`src/core/vgsr_pkg.sv`:
```
// Constants shared by the general and sequencer register bank.
package vgsr_pkg;
	localparam logic [15:0] VGSR_PORT_MISC_WR = 16'h03c2;
	localparam logic [15:0] VGSR_PORT_MISC_RD = 16'h03cc;
	localparam logic [15:0] VGSR_PORT_STAT0 = 16'h03c2;
	localparam logic [15:0] VGSR_PORT_SEQ_IDX = 16'h03c4;
	localparam logic [15:0] VGSR_PORT_SEQ_DATA = 16'h03c5;
	localparam logic [15:0] VGSR_PORT_FEAT_RD = 16'h03ca;
	localparam logic [15:0] VGSR_PORT_STAT1_MONO = 16'h03ba;
	localparam logic [15:0] VGSR_PORT_STAT1_COLOR = 16'h03da;
	localparam logic [11:0] VGSR_CRT_BASE_MONO = 12'h03b;
	localparam logic [11:0] VGSR_CRT_BASE_COLOR = 12'h03d;
	localparam logic [2:0] VGSR_IDX_RESET = 3'h0;
	localparam logic [2:0] VGSR_IDX_CLOCKING = 3'h1;
	localparam logic [2:0] VGSR_IDX_MAP_MASK = 3'h2;
	localparam logic [2:0] VGSR_IDX_FONT_SEL = 3'h3;
	localparam logic [2:0] VGSR_IDX_MEM_MODE = 3'h4;
	localparam logic [7:0] VGSR_MISC_RESET = 8'h00;
	localparam logic [7:0] VGSR_FEAT_RESET = 8'h00;
	localparam logic [7:0] VGSR_SEQ_IDX_RESET = 8'h00;
	localparam logic [1:0] VGSR_SEQRST_RESET = 2'h0;
	localparam logic [5:0] VGSR_CLOCKING_RESET = 6'h00;
	localparam logic [3:0] VGSR_MAP_MASK_RESET = 4'h0;
	localparam logic [5:0] VGSR_FONT_SEL_RESET = 6'h00;
	localparam logic [2:0] VGSR_MEM_MODE_RESET = 3'h0;
	localparam logic [7:0] VGSR_MISC_MASK = 8'hef;
	localparam logic [7:0] VGSR_FEAT_MASK = 8'h08;
	localparam logic [7:0] VGSR_CLOCKING_MASK = 8'h3d;
	localparam logic [7:0] VGSR_MEM_MODE_MASK = 8'h0e;
	localparam int VGSR_MISC_EMU = 0;
	localparam int VGSR_MISC_RAM_EN = 1;
	localparam int VGSR_MISC_CLK_LO = 2;
	localparam int VGSR_MISC_PAGE = 5;
	localparam int VGSR_MISC_HPOL = 6;
	localparam int VGSR_MISC_VPOL = 7;
	localparam int VGSR_FEAT_VSEL = 3;
	localparam int VGSR_STAT0_SENSE = 4;
	localparam int VGSR_STAT0_IRQ = 7;
	localparam int VGSR_STAT1_DE = 0;
	localparam int VGSR_STAT1_VR = 3;
	localparam int VGSR_STAT1_DIAG = 4;
	localparam int VGSR_SEQ_ASYNC = 0;
	localparam int VGSR_SEQ_SYNC = 1;
	localparam int VGSR_CLK_DOT8 = 0;
	localparam int VGSR_CLK_SHL2 = 2;
	localparam int VGSR_CLK_DIV2 = 3;
	localparam int VGSR_CLK_SHL4 = 4;
	localparam int VGSR_CLK_SCR_OFF = 5;
	localparam int VGSR_MEM_EXT = 1;
	localparam logic [1:0] VGSR_VSIZE_RSVD = 2'b00;
	localparam logic [1:0] VGSR_VSIZE_400 = 2'b01;
	localparam logic [1:0] VGSR_VSIZE_350 = 2'b10;
	localparam logic [1:0] VGSR_VSIZE_480 = 2'b11;
	localparam logic [7:0] VGSR_NINTH_LO = 8'hc0;
	localparam logic [7:0] VGSR_NINTH_HI = 8'hdf;
	localparam logic [15:0] VGSR_FONT_STEP = 16'h2000;
	typedef enum logic [1:0] {
		VGSR_RELOAD_EVERY = 2'b00,
		VGSR_RELOAD_TWO = 2'b01,
		VGSR_RELOAD_FOUR = 2'b11
	} vgsr_reload_t;
endpackage

```
`src/core/vgsr_regs.sv`:
```
// General purpose and sequencer register bank of a VGA display controller.
`timescale 1ns/1ps
// Summary of operation
// - Misc bit 0 moves the CRT ports and status 1 between 3Bx/3BA and 3Dx/3DA.
// - Misc bit 1 clear blocks host decode of display memory.
// - Misc bits 3,2 drive the two clock select lines.
// - Misc bit 5 picks low or high 64 Kbyte page in odd/even modes.
// - Misc bits 6,7 set sync polarities and encode the vertical size.
// - Status 0 bit 4 returns the sense switch picked by clock select.
// - Status 0 bit 7 reads zero while retrace interrupt pends.
// - Status 1 bit 0 reads zero in active video, one in blanking.
// - Status 1 bit 3 reads one during vertical retrace.
// - Status 1 bits 5,4 return a pixel pair picked by the mux field.
// - Feature bit 3 ORs vertical display enable into vertical sync.
// - Sequencer index low three bits select the indexed data register.
// - Reset bit 0 clear halts sequencer at once; resets to zero.
// - Reset bit 1 clear halts sequencer at character boundary.
// - Clocking bit 0 picks nine or eight dot characters; ninth dot repeats for C0-DF.
// - Clocking bits 2 and 4 set serializer reload every one, two or four characters.
// - Clocking bit 3 divides the master clock by two for the dot clock.
// - Clocking bit 5 blanks the screen and gives the host full bandwidth.
// - Map mask bits gate host writes per plane.
// - Font select B from bits 4,1,0 gives an 8 K step offset in plane 2 only while fonts switch; otherwise the offset is zero.
// - Font select A from bits 5,3,2 uses the same offset encoding.
// - Attribute bit 3 switches fonts only if A differs from B and extended memory is set.
module vgsr_regs
	import vgsr_pkg::*;
(
	input wire logic mclk,
	input wire logic rst_n,
	input wire logic [15:0] io_addr,
	input wire logic io_wr,
	input wire logic io_rd,
	input wire logic [7:0] io_wdata,
	output logic [7:0] io_rdata,
	output logic io_hit,
	output logic crt_port_sel,
	input wire logic [3:0] sense_switch,
	input wire logic vretrace_irq_pending,
	input wire logic display_active,
	input wire logic vretrace,
	input wire logic vsync_in,
	input wire logic vdisp_enable,
	input wire logic [7:0] attr_pixel,
	input wire logic [1:0] video_status_mux,
	input wire logic mem_host_cycle,
	input wire logic [7:0] char_code,
	input wire logic attr_bit3,
	input wire logic [3:0] host_plane_wr,
	output logic mem_decode_en,
	output logic high_page_sel,
	output logic [1:0] clock_select_line,
	output logic hsync_neg,
	output logic vsync_neg,
	output logic [1:0] vertical_size,
	output logic vsync_out,
	output logic seq_run,
	output logic dot_clk_en,
	output logic char_clk_en,
	output logic nine_dot,
	output logic ninth_dot_repeat,
	output logic serial_reload,
	output logic screen_blank,
	output logic host_max_bandwidth,
	output logic [3:0] plane_wr_en,
	output logic full_width_write,
	output logic [15:0] font_offset
);
	logic [7:0] misc_output_control;
	logic [7:0] vsync_feature_control;
	logic [7:0] sequencer_index;
	logic [1:0] sequencer_reset_control;
	logic [5:0] dot_clocking_control;
	logic [3:0] plane_write_enable;
	logic [5:0] font_table_select;
	logic [2:0] plane_addressing_mode;
	logic [3:0] sense_meta, sense_sync;
	logic [3:0] misc_meta, misc_sync;
	logic [7:0] pix_meta, pix_sync;
	logic dot_phase;
	logic [3:0] dot_count;
	logic [1:0] reload_count;
	logic [7:0] next_io_rdata;

	// Asynchronous status inputs pass two flip-flops before use.
	always_ff @(posedge mclk) begin
		if (!rst_n) begin
			sense_meta <= 4'h0;
			sense_sync <= 4'h0;
			misc_meta <= 4'h0;
			misc_sync <= 4'h0;
			pix_meta <= 8'h00;
			pix_sync <= 8'h00;
		end else begin
			sense_meta <= sense_switch;
			sense_sync <= sense_meta;
			misc_meta <= {vretrace_irq_pending, display_active, vretrace, vdisp_enable};
			misc_sync <= misc_meta;
			pix_meta <= attr_pixel;
			pix_sync <= pix_meta;
		end
	end

	wire emu_color = misc_output_control[VGSR_MISC_EMU];
	wire [15:0] stat1_port = emu_color ? VGSR_PORT_STAT1_COLOR : VGSR_PORT_STAT1_MONO;
	wire [11:0] crt_base = emu_color ? VGSR_CRT_BASE_COLOR : VGSR_CRT_BASE_MONO;
	wire sel_crt = (io_addr[15:4] == crt_base);
	wire sel_misc_wr = io_wr && (io_addr == VGSR_PORT_MISC_WR);
	wire sel_feat_wr = io_wr && (io_addr == stat1_port);
	wire sel_idx = (io_addr == VGSR_PORT_SEQ_IDX);
	wire sel_data = (io_addr == VGSR_PORT_SEQ_DATA);
	wire [2:0] seq_sel = sequencer_index[2:0];
	wire wr_data = io_wr && sel_data;
	wire wr_reset = wr_data && (seq_sel == VGSR_IDX_RESET);
	wire wr_clocking = wr_data && (seq_sel == VGSR_IDX_CLOCKING);
	wire wr_mask = wr_data && (seq_sel == VGSR_IDX_MAP_MASK);
	wire wr_font = wr_data && (seq_sel == VGSR_IDX_FONT_SEL);
	wire wr_mem = wr_data && (seq_sel == VGSR_IDX_MEM_MODE);
	wire sync_dep = misc_sync[0];

	always_ff @(posedge mclk) begin
		if (!rst_n) begin
			misc_output_control <= VGSR_MISC_RESET;
			vsync_feature_control <= VGSR_FEAT_RESET;
			sequencer_index <= VGSR_SEQ_IDX_RESET;
		end else begin
			if (sel_misc_wr)
				misc_output_control <= io_wdata & VGSR_MISC_MASK;
			if (sel_feat_wr)
				vsync_feature_control <= io_wdata & VGSR_FEAT_MASK;
			if (io_wr && sel_idx)
				sequencer_index <= io_wdata;
		end
	end

	// Indexes 5 to 7 hold no register, so their writes fall through.
	always_ff @(posedge mclk) begin
		if (!rst_n) begin
			sequencer_reset_control <= VGSR_SEQRST_RESET;
			dot_clocking_control <= VGSR_CLOCKING_RESET;
			plane_write_enable <= VGSR_MAP_MASK_RESET;
			font_table_select <= VGSR_FONT_SEL_RESET;
			plane_addressing_mode <= VGSR_MEM_MODE_RESET;
		end else begin
			if (wr_reset)
				sequencer_reset_control <= io_wdata[1:0];
			if (wr_clocking)
				dot_clocking_control <= io_wdata[5:0] & VGSR_CLOCKING_MASK[5:0];
			if (wr_mask)
				plane_write_enable <= io_wdata[3:0];
			if (wr_font)
				font_table_select <= io_wdata[5:0];
			if (wr_mem)
				plane_addressing_mode <= io_wdata[3:1] & VGSR_MEM_MODE_MASK[3:1];
		end
	end

	// The async bit halts the counters without waiting for a boundary.
	wire seq_async_ok = sequencer_reset_control[VGSR_SEQ_ASYNC];
	wire seq_sync_ok = sequencer_reset_control[VGSR_SEQ_SYNC];
	vgsr_reload_t reload_mode;
	wire char_end = dot_clk_en && (dot_count == (nine_dot ? 4'h8 : 4'h7));
	wire reload_due = (reload_count == 2'h3) ||
		(reload_mode == VGSR_RELOAD_EVERY) ||
		((reload_mode == VGSR_RELOAD_TWO) && reload_count[0]);

	always_comb begin
		if (dot_clocking_control[VGSR_CLK_SHL4])
			reload_mode = VGSR_RELOAD_FOUR;
		else if (dot_clocking_control[VGSR_CLK_SHL2])
			reload_mode = VGSR_RELOAD_TWO;
		else
			reload_mode = VGSR_RELOAD_EVERY;
	end

	// The sync bit only stops the run at a character boundary.
	always_ff @(posedge mclk) begin
		if (!rst_n)
			seq_run <= 1'b0;
		else if (!seq_async_ok)
			seq_run <= 1'b0;
		else if (!seq_sync_ok && (char_end || !seq_run))
			seq_run <= 1'b0;
		else if (seq_sync_ok)
			seq_run <= 1'b1;
	end

	always_ff @(posedge mclk) begin
		if (!rst_n || !seq_run)
			dot_phase <= 1'b0;
		else
			dot_phase <= ~dot_phase;
	end

	assign dot_clk_en = seq_run && (!dot_clocking_control[VGSR_CLK_DIV2] || dot_phase);
	assign nine_dot = !dot_clocking_control[VGSR_CLK_DOT8];

	always_ff @(posedge mclk) begin
		if (!rst_n || !seq_run) begin
			dot_count <= 4'h0;
			reload_count <= 2'h0;
		end else if (char_end) begin
			dot_count <= 4'h0;
			reload_count <= reload_due ? 2'h0 : reload_count + 2'h1;
		end else if (dot_clk_en) begin
			dot_count <= dot_count + 4'h1;
		end
	end

	always_ff @(posedge mclk) begin
		if (!rst_n) begin
			char_clk_en <= 1'b0;
			serial_reload <= 1'b0;
		end else begin
			char_clk_en <= char_end;
			serial_reload <= char_end && reload_due;
		end
	end

	assign ninth_dot_repeat = nine_dot && (char_code >= VGSR_NINTH_LO) &&
		(char_code <= VGSR_NINTH_HI);
	assign screen_blank = dot_clocking_control[VGSR_CLK_SCR_OFF];
	assign host_max_bandwidth = dot_clocking_control[VGSR_CLK_SCR_OFF] && mem_host_cycle;

	assign mem_decode_en = misc_output_control[VGSR_MISC_RAM_EN];
	assign high_page_sel = misc_output_control[VGSR_MISC_PAGE];
	assign clock_select_line = misc_output_control[VGSR_MISC_CLK_LO +: 2];
	assign hsync_neg = misc_output_control[VGSR_MISC_HPOL];
	assign vsync_neg = misc_output_control[VGSR_MISC_VPOL];
	assign vertical_size = {misc_output_control[VGSR_MISC_VPOL],
		misc_output_control[VGSR_MISC_HPOL]};
	assign crt_port_sel = sel_crt && (io_rd || io_wr);

	always_ff @(posedge mclk) begin
		if (!rst_n)
			vsync_out <= 1'b0;
		else if (vsync_feature_control[VGSR_FEAT_VSEL])
			vsync_out <= vsync_in | sync_dep;
		else
			vsync_out <= vsync_in;
	end

	assign plane_wr_en = plane_write_enable & host_plane_wr;
	assign full_width_write = &plane_write_enable;

	wire [2:0] font_b = {font_table_select[4], font_table_select[1:0]};
	wire [2:0] font_a = {font_table_select[5], font_table_select[3:2]};
	wire font_switch = (font_a != font_b) && plane_addressing_mode[0];
	wire [2:0] font_code = !font_switch ? 3'h0 : (attr_bit3 ? font_a : font_b);
	// Code bit 2 is the odd 8 K slot; bits 1,0 count 16 K steps.
	wire [15:0] font_step_idx = {13'h0000, font_code[1:0], font_code[2]};
	assign font_offset = 16'(font_step_idx * VGSR_FONT_STEP);

	wire [1:0] diag_bits = (video_status_mux == 2'b00) ? {pix_sync[2], pix_sync[0]} :
		(video_status_mux == 2'b01) ? {pix_sync[5], pix_sync[4]} :
		(video_status_mux == 2'b10) ? {pix_sync[3], pix_sync[1]} :
		{pix_sync[7], pix_sync[6]};
	wire sense_bit = sense_sync[clock_select_line];
	wire [7:0] stat0 = {~misc_sync[3], 2'b00, sense_bit, 4'h0};
	wire [7:0] stat1 = {2'b00, diag_bits, misc_sync[1], 2'b00, ~misc_sync[2]};
	wire [7:0] seq_rd = (seq_sel == VGSR_IDX_RESET) ? {6'h00, sequencer_reset_control} :
		(seq_sel == VGSR_IDX_CLOCKING) ? {2'b00, dot_clocking_control} :
		(seq_sel == VGSR_IDX_MAP_MASK) ? {4'h0, plane_write_enable} :
		(seq_sel == VGSR_IDX_FONT_SEL) ? {2'b00, font_table_select} :
		(seq_sel == VGSR_IDX_MEM_MODE) ? {4'h0, plane_addressing_mode, 1'b0} :
		8'h00;
	wire rd_hit = (io_addr == VGSR_PORT_MISC_RD) || (io_addr == VGSR_PORT_STAT0) ||
		(io_addr == VGSR_PORT_FEAT_RD) || (io_addr == stat1_port) || sel_idx || sel_data;

	assign next_io_rdata = (io_addr == VGSR_PORT_MISC_RD) ? misc_output_control :
		(io_addr == VGSR_PORT_STAT0) ? stat0 :
		(io_addr == VGSR_PORT_FEAT_RD) ? vsync_feature_control :
		(io_addr == stat1_port) ? stat1 :
		sel_idx ? {5'h00, sequencer_index[2:0]} :
		sel_data ? seq_rd : 8'h00;

	always_ff @(posedge mclk) begin
		if (!rst_n) begin
			io_rdata <= 8'h00;
			io_hit <= 1'b0;
		end else begin
			io_rdata <= io_rd ? next_io_rdata : 8'h00;
			io_hit <= io_rd && rd_hit;
		end
	end
endmodule

```
`config.mk`:
```
export PLATFORM = sky130hd
export DESIGN_NAME = vgsr_regs
export DESIGN_NICKNAME = d
export VERILOG_FILES = /design/src/core/vgsr_pkg.sv /design/src/core/vgsr_regs.sv
export SDC_FILE = /design/constraint.sdc
export NUM_CORES = 1
export LEC_CHECK = 0
export ABC_AREA = 1
export ABC_CLOCK_PERIOD_IN_PS = 3300
export BUFFER_PORTS_ARGS = -buffer_cell sky130_fd_sc_hd__buf_4
export CELL_PAD_IN_SITES_DETAIL_PLACEMENT = 0
export CELL_PAD_IN_SITES_GLOBAL_PLACEMENT = 1
export CORE_UTILIZATION = 35
export DETAILED_ROUTE_END_ITERATION = 12
export PLACE_DENSITY_LB_ADDON = 0.1
export SLEW_MARGIN = 20
export SYNTH_ARGS = -nofsm -noshare
export SYNTH_HDL_FRONTEND = slang
export SYNTH_SLANG_ARGS = --single-unit
```
`constraint.sdc`:
```
create_clock -name mclk -period 3.3 [get_ports mclk]
set_input_delay 0.66 -clock mclk [delete_from_list [all_inputs] [get_ports mclk]]
set_output_delay 0.66 -clock mclk [all_outputs]
set_load 0.1 [all_outputs]
```
==> qor.yml <==
status: "complete, no violations"
fin_crit_ns: 2.53
syn_area_mm2: 0.00371
yosysMostFrequentCell: "nand2_1"
postSynthAreaPerCell_um2: 7.13
startpoint_type: "primary input"
hpwl_mm: 6.69
tns_ns: 0
hp-start: "dot_phase"
power_density_mw_per_mm2: 406
clockBufferDepth: 2
coreArea_mm2: 0.0103
endpoint_kind: "output port"
critPathCapture: "crt_port_sel"
drive_above_1_share_pct: 22.1
vias: 3341
path_clk_slew_ns: 0.07
grt_usage_pct: 16.8
htree_num_levels: 3
fin_crit_sh_pct: 76.8
synthAdderAreaFrac_pct: 0.674
nets: 673
finalHoldViolCount: 0
dieHeight_um: 105
whs_ns: 0.410
cts_hold_buf: 0
synthMuxAreaShare_pct: 0
post_drt_wl_per_cell_um: 11.8
async_flop_share_pct: 0
rsz0062_at_grt: "no"
ios: 109
synth.area.top_cells: "dfxtp_1 45%, nand2_1 15%, inv_1 6.5%"
power_mw: 1.88
place.gp.congestion: 0.799
wl_mm: 8.83
grt_pass1_vias: 3124
cts_tree: "built"
io_buffers: 90
drtIter0Drc: 136
yosys.area_share.simple_pct: 31.5
layout.cells.non_filler: 750
peakVddDrop_mv: 0.258
grt_max_degree: 43
clkSinkCount: 83
firstDrtPassIters: 4
vias_per_cell: 4.45
fmax_mhz: 395
reg2reg_to: "reload_count[1]"
crit_fanout: 11
yosys.area.top_type_share_pct: 44.7
cts-root-buf: "clkbuf_8"
hold_class: "reg -> reg"
yosysSeqAreaShare_pct: 44.7
overflow: 0
antenna_found_initial: 0
clk_latency_ns: 0.35
reg2reg_from: "dot_clocking_control[0]"
synth.distinct_cells: 42
synth_area_leader_cell: "dfxtp_1"
initial_core_util_pct: 36.0
synthXorXnorAreaFrac_pct: 1.18
setup_viol: 0
cp.required_ns: 2.64
syn-instance-count: 521
synth-edff-count: 0
ff2ff_path_depth: 5
synth_seq_cells: 83
grt_first_pass_wirelength_mm: 14.6
fill_cells: 1108
num_rows: 37
dieArea_mm2: 0.0110
cap_violations: 0
synth_top_family_by_area: "simple AND/OR/NAND/NOR gates"
path_class: "in -> out"
yosysWarnings: 0
cts_setup_buffers: 0
dp.cells: 735
slowest_stage: "buf_4"
leakage_nw: 2.35
reg2reg_setup_slack_ns: 1.81
synth_ff_type: "dfxtp_1"
cts_resized: 0
die_w_um: 105
critPathMostFrequentCell: "nand2_1"
drc_errors: 0
finalClockSkew_ns: 0.0120
antenna_left: 0
synth_compound_area_share_pct: 9.50
crit_path_start: "io_addr[12]"
arrival_ns: 1.87
cts_buffers: 9
critical-path-max-stage-delay_ns: 0.32
maxSlewViolCount: 0
crit_path_cell_trace: "buf_4, inv_1, nand2_1, nor2_1, nand2_1, inv_2, nand2_1, nor2_1, buf_4"
area_delta_synth_final_pct: 24.8
netlist_top_cells_count: "150 x nand2_1, 83 x dfxtp_1, 64 x inv_1"
diodes: 0
state kept, by name, indices dropped and copies added, names as in the netlist, 5 cells and up:
name,flops
io_rdata,8
pix_meta,8
pix_sync,8
misc_output_control,7
font_table_select,6
dot_clocking_control,5
final cells by class:
type,instances,area (um2),area share (%)
Clock inverter,5,37.5,0.810
Tap cell,136,170,3.67
Multi-Input combinational cell,347,1650,35.6
Timing Repair Buffer,90,676,14.6
Clock buffer,10,138,2.97
Sequential cell,83,1660,35.8
Inverter,79,303,6.53
worst min-delay path by stage:
stage                         end  slack [ns]  cells past startpoint
finish                  dot_phase        0.41                      1
global route          pix_sync[1]        0.44                      2
CTS                     dot_phase        0.42                      1
detailed placement   misc_sync[3]        0.40                      2
global placement    sense_sync[2]        0.39                      2
floorplan            misc_sync[0]        0.39                      2
stage by stage:
stage	utilization, %	setup WS, ns	area [um2]
4_1_cts	44.9	0.748	4640
3_5_place_dp	43.2	0.758	4460
6_report	44.9	0.765	4640
5_1_grt	44.9	0.604	4640
3_3_place_gp	43.2	0.751	4460
2_1_floorplan	-	0.169	3770
critical path: cells and delay by family:
family	cells	cell delay, ns
buffers and inverters	4	0.66
and+or+nand+nor	5	0.54
routing by layer:
metal	wire, um	vias to the layer above	share of wire, %	global-route usage, %
li1	-	1780	-	-
met1	4250	1475	48	21.3
met2	4060	74	46	27.8
met3	384	12	4.3	3.62
met4	134	0	1.5	6.64
met5	0	-	0	0
kinds of logic after synthesis:
group	Yosys count
simple gates	263
buf+inv	103
flops	83
compound gates	64
xor+xnor	5
fa+ha+maj	2
other cells	1
report_power, final:
group,switching (mW),leakage [nW],internal [mW]
logic,0.136,1.59,0.0593
clock network,0.372,0.0848,0.292
registers,0.00470,0.676,1.02
cell usage in the layout (no fill, tap or decap), types with 6 or more instances in the layout:
cell type  instances
dfxtp_1           83
nor2_1            46
conb_1            13
buf_4             90
inv_2              9
nand3_1           20
nor3_1            13
nand2_1          150
a21oi_1           38
inv_1             64
o21ai_1            6
nand4_1            9
o21ai_0            9
clkbuf_8          10
Note: power is estimated with default switching activity, not from simulation.
